**src/design/csm_pkg.sv**
```systemverilog
// What this block does
// - Writing 4 to the SPI sub-state field enters the SPI hash sub-state.
// - Other values in the SPI sub-state field start no specific action.
// - Writing 2 to the random field selects host-driven random generation.
// - Writing 4 to the random field hands random generation to the cipher.
// - Writing 1 to the cipher field returns the cipher machine to idle.
// - Cipher codes 2 and 3 select block encrypt and block decrypt.
// - Cipher codes 4 and 5 select encrypted write and encrypted read.
// - Cipher code 6 selects key load into the cipher engine.
// - Cipher code 7 selects random seed creation.
// - Cipher field offers hashed and direct seed read, hash auth and lock.
// - Cipher code C is reserved and starts no operation.
// - Cipher code F moves the cipher machine to its stop sub-state.
package csm_pkg;

  // ==========================================================================
  // Register map
  // ==========================================================================
  localparam logic [16:0] ADDR_RSVD_A = 17'h10605;
  localparam logic [16:0] ADDR_SPI = 17'h10606;
  localparam logic [16:0] ADDR_RSVD_B = 17'h10607;
  localparam logic [16:0] ADDR_RND = 17'h10608;
  localparam logic [16:0] ADDR_CIP = 17'h10609;
  localparam int SPI_FIELD_MSB = 2;
  localparam int RND_FIELD_MSB = 2;
  localparam int CIP_FIELD_MSB = 3;
  localparam logic [7:0] RESET_VALUE = 8'h00;

  // ==========================================================================
  // Field codes
  // ==========================================================================
  localparam logic [2:0] SPI_CODE_HASH = 3'h4;
  localparam logic [2:0] SPI_CODE_LEAVE = 3'h1;
  localparam logic [2:0] RND_CODE_HOST = 3'h2;
  localparam logic [2:0] RND_CODE_CIPHER = 3'h4;

  typedef enum logic [3:0]
  {
    CIP_NONE = 4'h0,
    CIP_IDLE = 4'h1,
    CIP_ENCRYPT = 4'h2,
    CIP_DECRYPT = 4'h3,
    CIP_ENC_WRITE = 4'h4,
    CIP_ENC_READ = 4'h5,
    CIP_KEY_LOAD = 4'h6,
    CIP_SEED_CREATE = 4'h7,
    CIP_HASHED_SEED_READ = 4'h8,
    CIP_DIRECT_SEED_READ = 4'h9,
    CIP_HASH_AUTH = 4'hA,
    CIP_LOCK = 4'hB,
    CIP_STOP = 4'hF
  } csm_cipher_state_t;

  // Host write and read strobes with address and data.
  typedef struct packed
  {
    logic wr;
    logic rd;
    logic [16:0] addr;
    logic [7:0] wdata;
  } csm_bus_req_t;

  // Decoded sub-state selections presented to the functional engines.
  typedef struct packed
  {
    logic spi_hash_substate;
    logic host_driven_random_gen;
    logic cipher_driven_random_gen;
    csm_cipher_state_t cipher_state;
  } csm_sel_t;

endpackage

```
**src/design/csm_cipher_decode.sv**
```systemverilog
// Maps a raw cipher field code to a sub-state; reserved codes keep the old one.
module csm_cipher_decode (
  input wire logic [3:0] code,
  input wire csm_pkg::csm_cipher_state_t current,
  output csm_pkg::csm_cipher_state_t next_sub
);

  // Reserved codes start nothing, so the machine simply stays where it is.
  always_comb
  begin
    case (code)
      4'h1: next_sub = csm_pkg::CIP_IDLE;
      4'h2: next_sub = csm_pkg::CIP_ENCRYPT;
      4'h3: next_sub = csm_pkg::CIP_DECRYPT;
      4'h4: next_sub = csm_pkg::CIP_ENC_WRITE;
      4'h5: next_sub = csm_pkg::CIP_ENC_READ;
      4'h6: next_sub = csm_pkg::CIP_KEY_LOAD;
      4'h7: next_sub = csm_pkg::CIP_SEED_CREATE;
      4'h8: next_sub = csm_pkg::CIP_HASHED_SEED_READ;
      4'h9: next_sub = csm_pkg::CIP_DIRECT_SEED_READ;
      4'hA: next_sub = csm_pkg::CIP_HASH_AUTH;
      4'hB: next_sub = csm_pkg::CIP_LOCK;
      4'hF: next_sub = csm_pkg::CIP_STOP;
      default: next_sub = current;
    endcase
  end

endmodule

```
**src/design/csm_field_reg.sv**
```systemverilog
// A byte register whose low field is writable; upper bits read as zero.
module csm_field_reg #(
  parameter int WIDTH = 3,
  parameter logic [16:0] ADDR = csm_pkg::ADDR_SPI
) (
  input wire logic clk,
  input wire logic rst,
  input wire csm_pkg::csm_bus_req_t req,
  output logic [WIDTH-1:0] field,
  output logic written
);

  if (WIDTH < 1 || WIDTH > 8)
  begin : g_bad_width
    $error("csm_field_reg: WIDTH must be 1 to 8");
  end

  typedef struct packed
  {
    logic [WIDTH-1:0] field;
    logic written;
  } csm_freg_state_t;

  csm_freg_state_t state;
  csm_freg_state_t next_state;

  // Capture only the implemented bits; the written pulse lets decoders act once.
  always_comb
  begin
    next_state = state;
    next_state.written = 1'b0;
    if (req.wr && req.addr == ADDR)
    begin
      next_state.field = req.wdata[WIDTH-1:0];
      next_state.written = 1'b1;
    end
  end

  // Every field resets to zero.
  always_ff @(posedge clk)
  begin
    if (rst)
    begin
      state <= '0;
    end
    else
    begin
      state <= next_state;
    end
  end

  assign field = state.field;
  assign written = state.written;

endmodule

```
**src/design/csm_substate_regs.sv**
```systemverilog
// Sub-state selection registers for SPI hash, random and cipher sub-states.
module csm_substate_regs (
  input wire logic clk,
  input wire logic rst,
  input wire csm_pkg::csm_bus_req_t req,
  output logic [7:0] rdata,
  output logic rvalid,
  output csm_pkg::csm_sel_t sel
);

  // ==========================================================================
  // Field registers
  // ==========================================================================
  logic [2:0] spi_field;
  logic [2:0] rnd_field;
  logic [3:0] cip_field;
  logic cip_written;

  csm_field_reg #(
    .WIDTH(csm_pkg::SPI_FIELD_MSB + 1),
    .ADDR(csm_pkg::ADDR_SPI)
  ) u_spi (
    .clk(clk),
    .rst(rst),
    .req(req),
    .field(spi_field),
    .written()
  );

  csm_field_reg #(
    .WIDTH(csm_pkg::RND_FIELD_MSB + 1),
    .ADDR(csm_pkg::ADDR_RND)
  ) u_rnd (
    .clk(clk),
    .rst(rst),
    .req(req),
    .field(rnd_field),
    .written()
  );

  csm_field_reg #(
    .WIDTH(csm_pkg::CIP_FIELD_MSB + 1),
    .ADDR(csm_pkg::ADDR_CIP)
  ) u_cip (
    .clk(clk),
    .rst(rst),
    .req(req),
    .field(cip_field),
    .written(cip_written)
  );

  // ==========================================================================
  // Cipher sub-state machine
  // ==========================================================================
  typedef struct packed
  {
    csm_pkg::csm_cipher_state_t cipher_state;
    logic [7:0] rdata;
    logic rvalid;
  } csm_top_state_t;

  csm_top_state_t state;
  csm_top_state_t next_state;
  csm_pkg::csm_cipher_state_t decoded;

  csm_cipher_decode u_dec (
    .code(cip_field),
    .current(state.cipher_state),
    .next_sub(decoded)
  );

  // The machine follows a write only once, one cycle after the field updates,
  // so a reserved write leaves the previous sub-state untouched.
  always_comb
  begin
    next_state = state;
    next_state.rvalid = 1'b0;
    if (cip_written)
    begin
      next_state.cipher_state = decoded;
    end
    if (req.rd)
    begin
      next_state.rvalid = 1'b1;
      if (req.addr == csm_pkg::ADDR_SPI)
      begin
        next_state.rdata = {5'h00, spi_field};
      end
      else if (req.addr == csm_pkg::ADDR_RND)
      begin
        next_state.rdata = {5'h00, rnd_field};
      end
      else if (req.addr == csm_pkg::ADDR_CIP)
      begin
        next_state.rdata = {4'h0, cip_field};
      end
      else
      begin
        next_state.rdata = 8'h00; // Reserved and unmapped bytes read zero.
      end
    end
  end

  // Synchronous reset puts every sub-state at zero, which selects nothing.
  always_ff @(posedge clk)
  begin
    if (rst)
    begin
      state <= '{cipher_state: csm_pkg::CIP_NONE, rdata: csm_pkg::RESET_VALUE, rvalid: 1'b0};
    end
    else
    begin
      state <= next_state;
    end
  end

  // ==========================================================================
  // Outputs
  // ==========================================================================
  // Only exact codes select; leaving hash needs no specific code, any code other than 4 drops it.
  assign sel.spi_hash_substate = (spi_field == csm_pkg::SPI_CODE_HASH);
  assign sel.host_driven_random_gen = (rnd_field == csm_pkg::RND_CODE_HOST);
  assign sel.cipher_driven_random_gen = (rnd_field == csm_pkg::RND_CODE_CIPHER);
  assign sel.cipher_state = state.cipher_state;
  assign rdata = state.rdata;
  assign rvalid = state.rvalid;

endmodule

```
**config.mk**
```make
export PLATFORM = sky130hd
export DESIGN_NAME = csm_substate_regs
export DESIGN_NICKNAME = d
export VERILOG_FILES = /design/src/design/csm_pkg.sv /design/src/design/csm_cipher_decode.sv /design/src/design/csm_field_reg.sv /design/src/design/csm_substate_regs.sv
export SDC_FILE = /design/constraint.sdc
export NUM_CORES = 1
export LEC_CHECK = 0
export ABC_AREA = 1
export BUFFER_PORTS_ARGS = -buffer_cell sky130_fd_sc_hd__buf_2
export CAP_MARGIN = 10
export CORE_MARGIN = 2
export CORE_UTILIZATION = 35
export CTS_BUF_LIST = sky130_fd_sc_hd__clkbuf_8
export CTS_CLUSTER_SIZE = 40
export DETAILED_ROUTE_END_ITERATION = 7
export GPL_TIMING_DRIVEN = 0
export PLACE_DENSITY = 0.64
export RECOVER_POWER = 25
export SYNTH_ARGS = -nofsm -noshare
export SYNTH_HDL_FRONTEND = slang
export SYNTH_SLANG_ARGS = --single-unit
```
**constraint.sdc**
```tcl
create_clock -name clk -period 1.7 [get_ports clk]
set_input_delay 0.085 -clock clk [delete_from_list [all_inputs] [get_ports clk]]
set_output_delay 0.085 -clock clk [all_outputs]
set_load 0.005 [all_outputs]
```
### Yosys cells after proc, flatten, opt, wreduce, memory -nomap -nowiden

Index checks and enable logic that the tools add are counted.

* eq/ne operators: 18
* muxes and demuxes: 6
* reduce and logical (&&, ||, !) cells: 5

Operators with widths (number)
* == test 17 bit (second input constant): 3
* one-hot mux 4 bit (12 select lines): 1
* == test 4 bit (second input constant): 5
* == test 4 x 3 -> 1 bit (second input constant): 4
* two-way mux 4 bit: 3
* nonzero test 12 bit: 1
* == test 4 x 2 -> 1 bit (second input constant): 2
* == test 3 bit (second input constant): 2
* == test 4 x 1 -> 1 bit (second input constant): 1
* == test 3 x 2 -> 1 bit (second input constant): 1
* logical AND 1 bit: 3
* two-way mux 1 bit: 2
* AND reduction 2 bit: 1

* bits in registers: 20
* bits of input ports: 29
* output and inout bits: 16
* logic and storage cells: 36

### Longest topological paths before layout

Gate-level depths: netlist (run 1).

* depth in word-level cells: 4
* gate-level depth with buffers: 9
* mapped depth without buffers: 9

### Hierarchy

A second synthesis (run 1) with hierarchy kept.

* cell total of the unflattened synthesis: 285
* area total of the unflattened synthesis: 1725.4 um^2

By module, submodules not included
* csm_substate_regs: times used 1, cells each 93, area an instance 621.8 um^2, sequential area each 180.2 um^2
* csm_field_reg at u_cip: times used 1, cells each 63, area an instance 391.6 um^2, sequential area each 100.1 um^2
* csm_field_reg at u_spi: times used 1, cells each 55, area an instance 316.6 um^2, sequential area each 80.1 um^2
* csm_field_reg at u_rnd: times used 1, cells each 54, area an instance 307.8 um^2, sequential area each 80.1 um^2
* csm_cipher_decode: times used 1, cells each 20, area an instance 87.6 um^2, sequential area each 0.0 um^2

### Least setup slack after synthesis (run 1)

Ideal clock, no wire load.

* path kind: register to register
* from: register u_cip.state, in the netlist u_cip.field[3]
* to: register state, in the netlist sel[1]
* library setup time: 0.116 ns
* arrival: 1.042 ns
* required time: 1.584 ns
* setup slack: 0.542 ns
* cell stages (with the launch flop): 8
* buffers on the path: 0
* clock period less this slack: 1.158 ns
* cell sequence: dfxtp_1 or2_2 nor2_1 nand2_1 nand2_1 nor2_1 o21ai_0 nor2_1

* word-level cells in the longest chain between the ends: 3
* elaborated cells between the ends (all ways): 15
* those cells by class: eq/ne: 12; mux: 1; reduce/logical: 2

RTL lines
* start, declared: RTL line csm_field_reg.sv:24 `csm_freg_state_t state;`
* start signal, assigned: RTL line csm_field_reg.sv:48 `state <= next_state;`
* == test 4 x 1 -> 1 bit, or another cell as far along: RTL line csm_cipher_decode.sv:11 `case (code)`
* nonzero test 12 bit (no line)
* AND reduction 2 bit (no line)
* end signal, assigned: RTL line csm_substate_regs.sv:109 `state <= '{cipher_state: csm_pkg::CIP_NONE, rdata: csm_pkg::RESET_VALUE, rvalid: 1'b0};`
* end signal, assigned: RTL line csm_substate_regs.sv:113 `state <= next_state;`
* end, declared: RTL line csm_substate_regs.sv:62 `csm_top_state_t state;`

Several ways; a longest one is shown, not always the timed one.
A chain may end at the register's enable or synchronous reset.

### Worst setup path after layout (run 1)

* from: register u_cip.state, in the netlist u_cip.field[2]
* to: register state, in the netlist sel[2]

The elaborated chain is that of the path after synthesis.

==> results of run 1 <==
[registers in the layout, indices dropped and copies added (netlist names)]
name,count
u_cip.written,1
rvalid,1
u_spi.field,3
sel,4
u_cip.field,4
rdata,4
u_rnd.field,3
[logic make-up (layout without fill, tap and decap cells)]
group | Yosys count | in the layout | synth area share [%]
flip-flops | 20 | 20 | 38.6
AO/OA/AOI/OAI | 29 | 29 | 14.4
buffers and inverters | 25 | 64 | 10.5
AND/OR/NAND/NOR | 70 | 70 | 36.2
other | 1 | 4 | 0.362
[synthesized netlist by cell type, drive strengths merged]
cell    instances
nand2          17
buf             4
inv            19
o211ai          1
nor2           31
or2             1
a21oi          15
clkbuf          2
nand4           7
dfxtp          20
nand3          10
o21ai          12
nor3            4
o22ai           1
conb            1
[metal layers]
metal | track usage (%) | vias to the layer above | share of wire, %
li1 | - | 552 | -
met1 | 18.8 | 458 | 46
met2 | 26.0 | 18 | 47
met3 | 4.62 | 4 | 5.2
met4 | 4.98 | 0 | 1.4
met5 | 0 | - | 0
[worst register-to-register path: cells and delay by family, from the launching register on]
kind            cells  cell delay [ns]
simple gates        6             0.66
flops               1             0.37
compound gates      1             0.16
[through the flow]
stage	util (%)	hold slack, ns	setup slack, ns	cells
2_1_floorplan	-	0.226	0.542	148
3_5_place_dp	45.4	0.351	0.416	214
3_3_place_gp	45.4	0.330	0.463	214
4_1_cts	48.0	0.0838	0.405	218
5_1_grt	47.9	0.0955	0.256	218
6_report	47.9	0.0848	0.407	218
[report_power, final]
group          switching [mW]  total (mW)  internal, mW
clock                   0.158       0.473         0.315
combinational          0.0443      0.0797        0.0354
sequential           0.000192       0.470         0.469
total                   0.203        1.02         0.819
[path summary, 6_finish.rpt]
kind | startpoint | endpoint | slack, ns | cells past startpoint
max | u_cip.field[2] | sel[2] | 0.41 | 7
min | req[3] | u_cip.field[3] | 0.08 | 3
max reg2reg | u_cip.field[2] | sel[2] | 0.41 | 7
min reg2reg | rdata[0] | rdata[0] | 0.46 | 2
[layout make-up]
class | instances | area [um2] | area share (%)
inverter | 19 | 71.3 | 5.35
buffer | 6 | 37.5 | 2.82
timing repair buffer | 35 | 174 | 13.1
tap | 31 | 38.8 | 2.91
clock inverter | 1 | 30.0 | 2.25
sequential | 20 | 400 | 30.0
clock buffer | 3 | 41.3 | 3.10
multi-input combinational | 103 | 539 | 40.5
[placed cells by master, fill, tap and decap left out, types with 2 or more instances in the layout]
cell type	synthesis	final
a21oi_1	15	15
buf_2	0	34
buf_4	4	4
clkbuf_1	2	3
clkbuf_8	0	3
conb_1	1	4
dfxtp_1	20	20
inv_1	19	19
nand2_1	15	15
nand2_2	2	2
nand3_1	8	8
nand3_4	2	2
nand4_1	7	7
nor2_1	26	26
nor2_2	2	2
nor2_8	2	2
nor3_1	4	4
o21ai_0	9	9
o21ai_1	3	3
==> impl_metrics.env, run 1 <==
export IMPL_irDropWorstVdd_mv=1.26
export IMPL_die_h_um=58.4
export IMPL_end_kind="flop"
export IMPL_ctsResizeCount=0
export IMPL_coreArea_mm2=0.00278
export IMPL_cts_sinks=20
export IMPL_post_drt_wl_per_cell_um=10.1
export IMPL_power_density_mw_per_mm2=767
export IMPL_drt_initial_drc_count=29
export IMPL_max_freq_ghz=0.774
export IMPL_critical_path_class="flop to flop"
export IMPL_postPlaceCellArea_mm2=0.00126
export IMPL_fp_dieArea_mm2=0.00342
export IMPL_cp_num_buf_inv=0
export IMPL_setup_tns_ns=0
export IMPL_synth_area_mm2=0.00104
export IMPL_hp_class="primary input to flop"
export IMPL_synth_seq_cells=20
export IMPL_io_buffer_count=35
export IMPL_num_rows=19
export IMPL_boundaryPins=45
export IMPL_grt_start_max_net_pins=13
export IMPL_antenna_found_initial=0
export IMPL_p_leak_nw=0.695
export IMPL_first_global_vias=993
export IMPL_fill_cells=297
export IMPL_hpwlAfterDp_um=1810
export IMPL_nets=217
export IMPL_gr_total_overflow=0
export IMPL_seq_area_frac_synth_pct=38.6
export IMPL_wirelength_um=2210
export IMPL_dieWidth_um=58.4
export IMPL_synth_top_cells_by_area="dfxtp_1 (39%), nor2_1 (9.4%), a21oi_1 (7.2%)"
export IMPL_via_count=1032
export IMPL_period_needed_ns=1.29
export IMPL_path_common_cell="nor2_1"
export IMPL_viasPerCell=4.73
export IMPL_finClkSkew_ns=0.00615
export IMPL_cts_buffers_inserted=3
export IMPL_ys_types=21
export IMPL_start_util_pct=37.3
export IMPL_start_kind="flop"
export IMPL_hold_viol=0
export IMPL_clock_latency_ns=0.26
export IMPL_postCtsHoldBufs=0
export IMPL_htree_levels=1
export IMPL_cp_cell_sequence="or2_2, nor2_1, nand2_1, nand2_1, nor2_1, o21ai_0, nor2_1"
export IMPL_cts_setup_buffers=0
export IMPL_crit_fanout=5
export IMPL_max_cap_violations=0
export IMPL_avgSynthCellArea_um2=7.15
export IMPL_slew_violations=0
export IMPL_clock_root_buffer="clkbuf_8"
export IMPL_finalInstanceArea_mm2=0.00133
export IMPL_outcome="finished clean"
export IMPL_tritoncts="done"
export IMPL_clkSlewWorstSetupHoldPaths_ns=0.07
export IMPL_synth_warnings=0
export IMPL_num_antenna_cells=0
export IMPL_yosysTopAreaCell="dfxtp_1"
export IMPL_gr_usage_all_layers_pct=15.4
export IMPL_clock_tree_buffer_depth=2
export IMPL_setup_viol=0
export IMPL_ant_nets=0
export IMPL_route_detailed_drc=0
export IMPL_critPathRequiredTime_ns=1.86
export IMPL_worst_path_dominant_cell_family="simple AND/OR/NAND/NOR gates"
export IMPL_grt_first_pass_wirelength_um=4080
export IMPL_total_power_mw=1.02
export IMPL_yosys_area_top_type_share_pct=38.6
export IMPL_drive_gt1_share_pct=27.8
export IMPL_rsz0062_at_grt="false"
export IMPL_dr_pass1_iters=4
export IMPL_place_congestion=0.757
export IMPL_min_period_over_period_pct=76.0
export IMPL_synth_cells=145
export IMPL_slowest_stage="dfxtp_1"
export IMPL_area_growth_pct=28.5
export IMPL_critPathMaxStageDelay_ns=0.37
export IMPL_crit_arrival_ns=1.45
No activity file was read; power rests on OpenSTA's default activity.
==> inputs of run 2 (changes only) <==
Settings changed: ABC_AREA 1 to 0, PLACE_DENSITY 0.64 to 0.67.
Clock period 1.7 ns to 1.12 ns, I/O delays scaled along.
==> run 2 against run 1 <==
Compared with the run above:
- the run now ends with setup timing left
- core utilization rose by 1.2 points
- clock power up 16%
- non-clock buffer count rose by 7
- combinational power up 63%
- critical endpoint is now sel[1]
- highest routed layer unchanged
==> impl_metrics.env, run 2 <==
export IMPL_outcome="finished with violations"
export IMPL_violations="setup timing"
export IMPL_antenna_found_initial=0
export IMPL_slew_violations=0
export IMPL_hold_ws_ns=0.0382
export IMPL_cts_sinks=20
export IMPL_synth_seq_cells=20
export IMPL_period_needed_ns=1.21
export IMPL_htree_levels=1
export IMPL_num_antenna_cells=0
export IMPL_hold_depth=3
export IMPL_crit_fanout=5
export IMPL_synth_edf_count=0
export IMPL_p_leak_nw=0.559
export IMPL_ys_types=33
export IMPL_hold_start="req[3]"
export IMPL_yosys_most_used_dff="dfxtp_1"
export IMPL_fp_dieArea_mm2=0.00337
export IMPL_route_detailed_drc=0
export IMPL_r2r_slack_ns=-0.09
export IMPL_clkSlewWorstSetupHoldPaths_ns=0.07
export IMPL_top_layer_used="met4"
export IMPL_synth_cells=114
export IMPL_dieWidth_um=58.0
export IMPL_yosysTopAreaCell="dfxtp_1"
export IMPL_yosys_area_top_type_share_pct=39.2
export IMPL_finClkSkew_ns=0.00270
export IMPL_min_period_over_period_pct=108
export IMPL_max_freq_ghz=0.824
export IMPL_async_flop_share_pct=0
export IMPL_hold_viol=0
export IMPL_holdPathEnd="u_cip.field[3]"
export IMPL_tritoncts="done"
export IMPL_via_count=970
export IMPL_clock_tree_buffer_depth=2
export IMPL_final_core_util_pct=49.1
export IMPL_nets=188
export IMPL_clock_latency_ns=0.26
export IMPL_final_cell_mix="buf_2 (32), dfxtp_1 (16), nand4_1 (11), a21oi_1 (11), buf_4 (8)"
export IMPL_num_rows=19
export IMPL_seq_area_frac_synth_pct=39.2
export IMPL_fill_cells=267
export IMPL_hp_class="primary input to flop"
export IMPL_gr_total_overflow=0
export IMPL_coreArea_mm2=0.00276
export IMPL_crit_arrival_ns=1.37
export IMPL_start_kind="flop"
export IMPL_critPathRequiredTime_ns=1.28
export IMPL_critical_path_class="flop to flop"
export IMPL_mostFrequentLayoutCell="buf_2"
export IMPL_wl_met1_um=1150
export IMPL_yosys_top_cells_count="dfxtp_1 (20), a21oi_1 (11), nand4_1 (11)"
export IMPL_dr_pass1_iters=4
export IMPL_met2_length_um=1050
export IMPL_first_global_vias=938
export IMPL_viasPerCell=5.13
export IMPL_rsz0062_at_grt="true"
export IMPL_avgSynthCellArea_um2=8.96
export IMPL_grt_first_pass_wirelength_um=4000
export IMPL_max_cap_violations=0
export IMPL_cts_buffers_inserted=3
export IMPL_boundaryPins=45
export IMPL_cp_startpoint="u_cip.field[3]"
export IMPL_reg2reg_depth=4
export IMPL_area_growth_pct=32.6
export IMPL_die_h_um=58.0
export IMPL_drt_initial_drc_count=25
export IMPL_fin_ws_ns=-0.0929
export IMPL_drive_gt1_share_pct=41.8
export IMPL_wirelength_um=2410
export IMPL_synth_top_cells_by_area="dfxtp_1 (39%), nand4_1 (6.7%), a21oi_1 (5.4%)"
export IMPL_r2r_end="sel[1]"
export IMPL_place_congestion=0.817
export IMPL_dr_wl_met3_um=181
export IMPL_clock_root_buffer="clkbuf_8"
export IMPL_ant_nets=0
export IMPL_start_util_pct=37.0
export IMPL_irDropWorstVdd_mv=0.703
export IMPL_synth_most_common_cell="dfxtp_1"
export IMPL_synth_area_mm2=0.00102
export IMPL_hpwlAfterDp_um=1850
export IMPL_grt_start_max_net_pins=12
export IMPL_io_buffer_count=33
export IMPL_post_drt_wl_per_cell_um=12.8
export IMPL_gr_usage_all_layers_pct=15.4
export IMPL_power_density_mw_per_mm2=1030
export IMPL_r2r_start="u_cip.field[3]"
export IMPL_setup_viol=4
export IMPL_end_kind="flop"
export IMPL_synth_warnings=0
==> run 2: cell count changes in the layout (fill, tap and decap cells not counted), sizes merged, moves of 5 or more <==
cell,before,now
buf,38,43
inv,19,1
nand2,17,7
nand3,10,2
nor2,31,7
==> run 2: report_power, final <==
part           leakage (nW)  internal, mW  switching [mW]
sequential            0.164         0.710        0.000358
clock                0.0288         0.313           0.238
combinational         0.366        0.0672          0.0627
total                 0.559          1.09           0.301
==> run 2: final cells by class <==
| class | instances | area [um2] | area share, % |
|---|---|---|---|
| buffer | 11 | 95.1 | 7.02 |
| clock buffer | 4 | 55.1 | 4.07 |
| inverter | 1 | 3.75 | 0.277 |
| multi-input combinational | 85 | 558 | 41.2 |
| sequential | 20 | 408 | 30.1 |
| tap | 31 | 38.8 | 2.87 |
| timing repair buffer | 37 | 195 | 14.4 |
==> run 2: what timing repair did <==
item,CTS,global route
resized for setup,4,2
hold buffers,1,0
setup buffers,2,1
endpoints found under the setup margin,4,4
pin swaps,1,1
endpoints found under the hold margin,3,0
==> run 2: cell families (layout without fill, tap and decap cells) <==
group,count (synthesis),in the layout,share of synthesized area [%]
AO/OA/AOI/OAI,30,30,17.0
AND/OR/NAND/NOR,47,47,29.4
multiplexers,4,4,4.29
other,1,4,0.367
buffers and inverters,12,53,9.68
flip-flops,20,20,39.2
==> run 2: worst max path at each step <==
| stage | to | slack [ns] | cells past startpoint |
|---|---|---|---|
| finish | sel[1] | -0.09 | 4 |
| global route | sel[1] | -0.15 | 4 |
| CTS | sel[1] | -0.09 | 4 |
| detailed placement | sel[1] | -0.13 | 4 |
| global placement | sel[1] | -0.09 | 4 |
| floorplan | sel[1] | -0.02 | 4 |
==> run 2: critical path, cell delays in order, from the launching register on <==
cell     delay [ns]
dfxtp_4        0.37
o41ai_4        0.40
a31oi_2        0.11
mux2i_1        0.18
nor2_1         0.05
==> run 2: per-stage QoR <==
| step | TNS [ns] | cell area (um2) | std cells | setup WS (ns) | power (mW) |
|---|---|---|---|---|---|
| CTS | -0.242 | 1340 | 188 | -0.0903 | 1.41 |
| finish | -0.282 | 1350 | 189 | -0.0929 | 1.39 |
| global route | -0.540 | 1350 | 189 | -0.150 | 1.45 |
| floorplan | -0.0184 | 1050 | 117 | -0.0184 | 0.797 |
| detailed placement | -1.16 | 1250 | 181 | -0.133 | 0.855 |
| global placement | -0.636 | 1250 | 181 | -0.0886 | 0.854 |
==> run 2: per-layer routing <==
layer,track usage [%],vias to the layer above
li1,-,503
met1,19.4,424
met2,25.0,39
met3,3.79,4
met4,6.98,0
met5,0,-
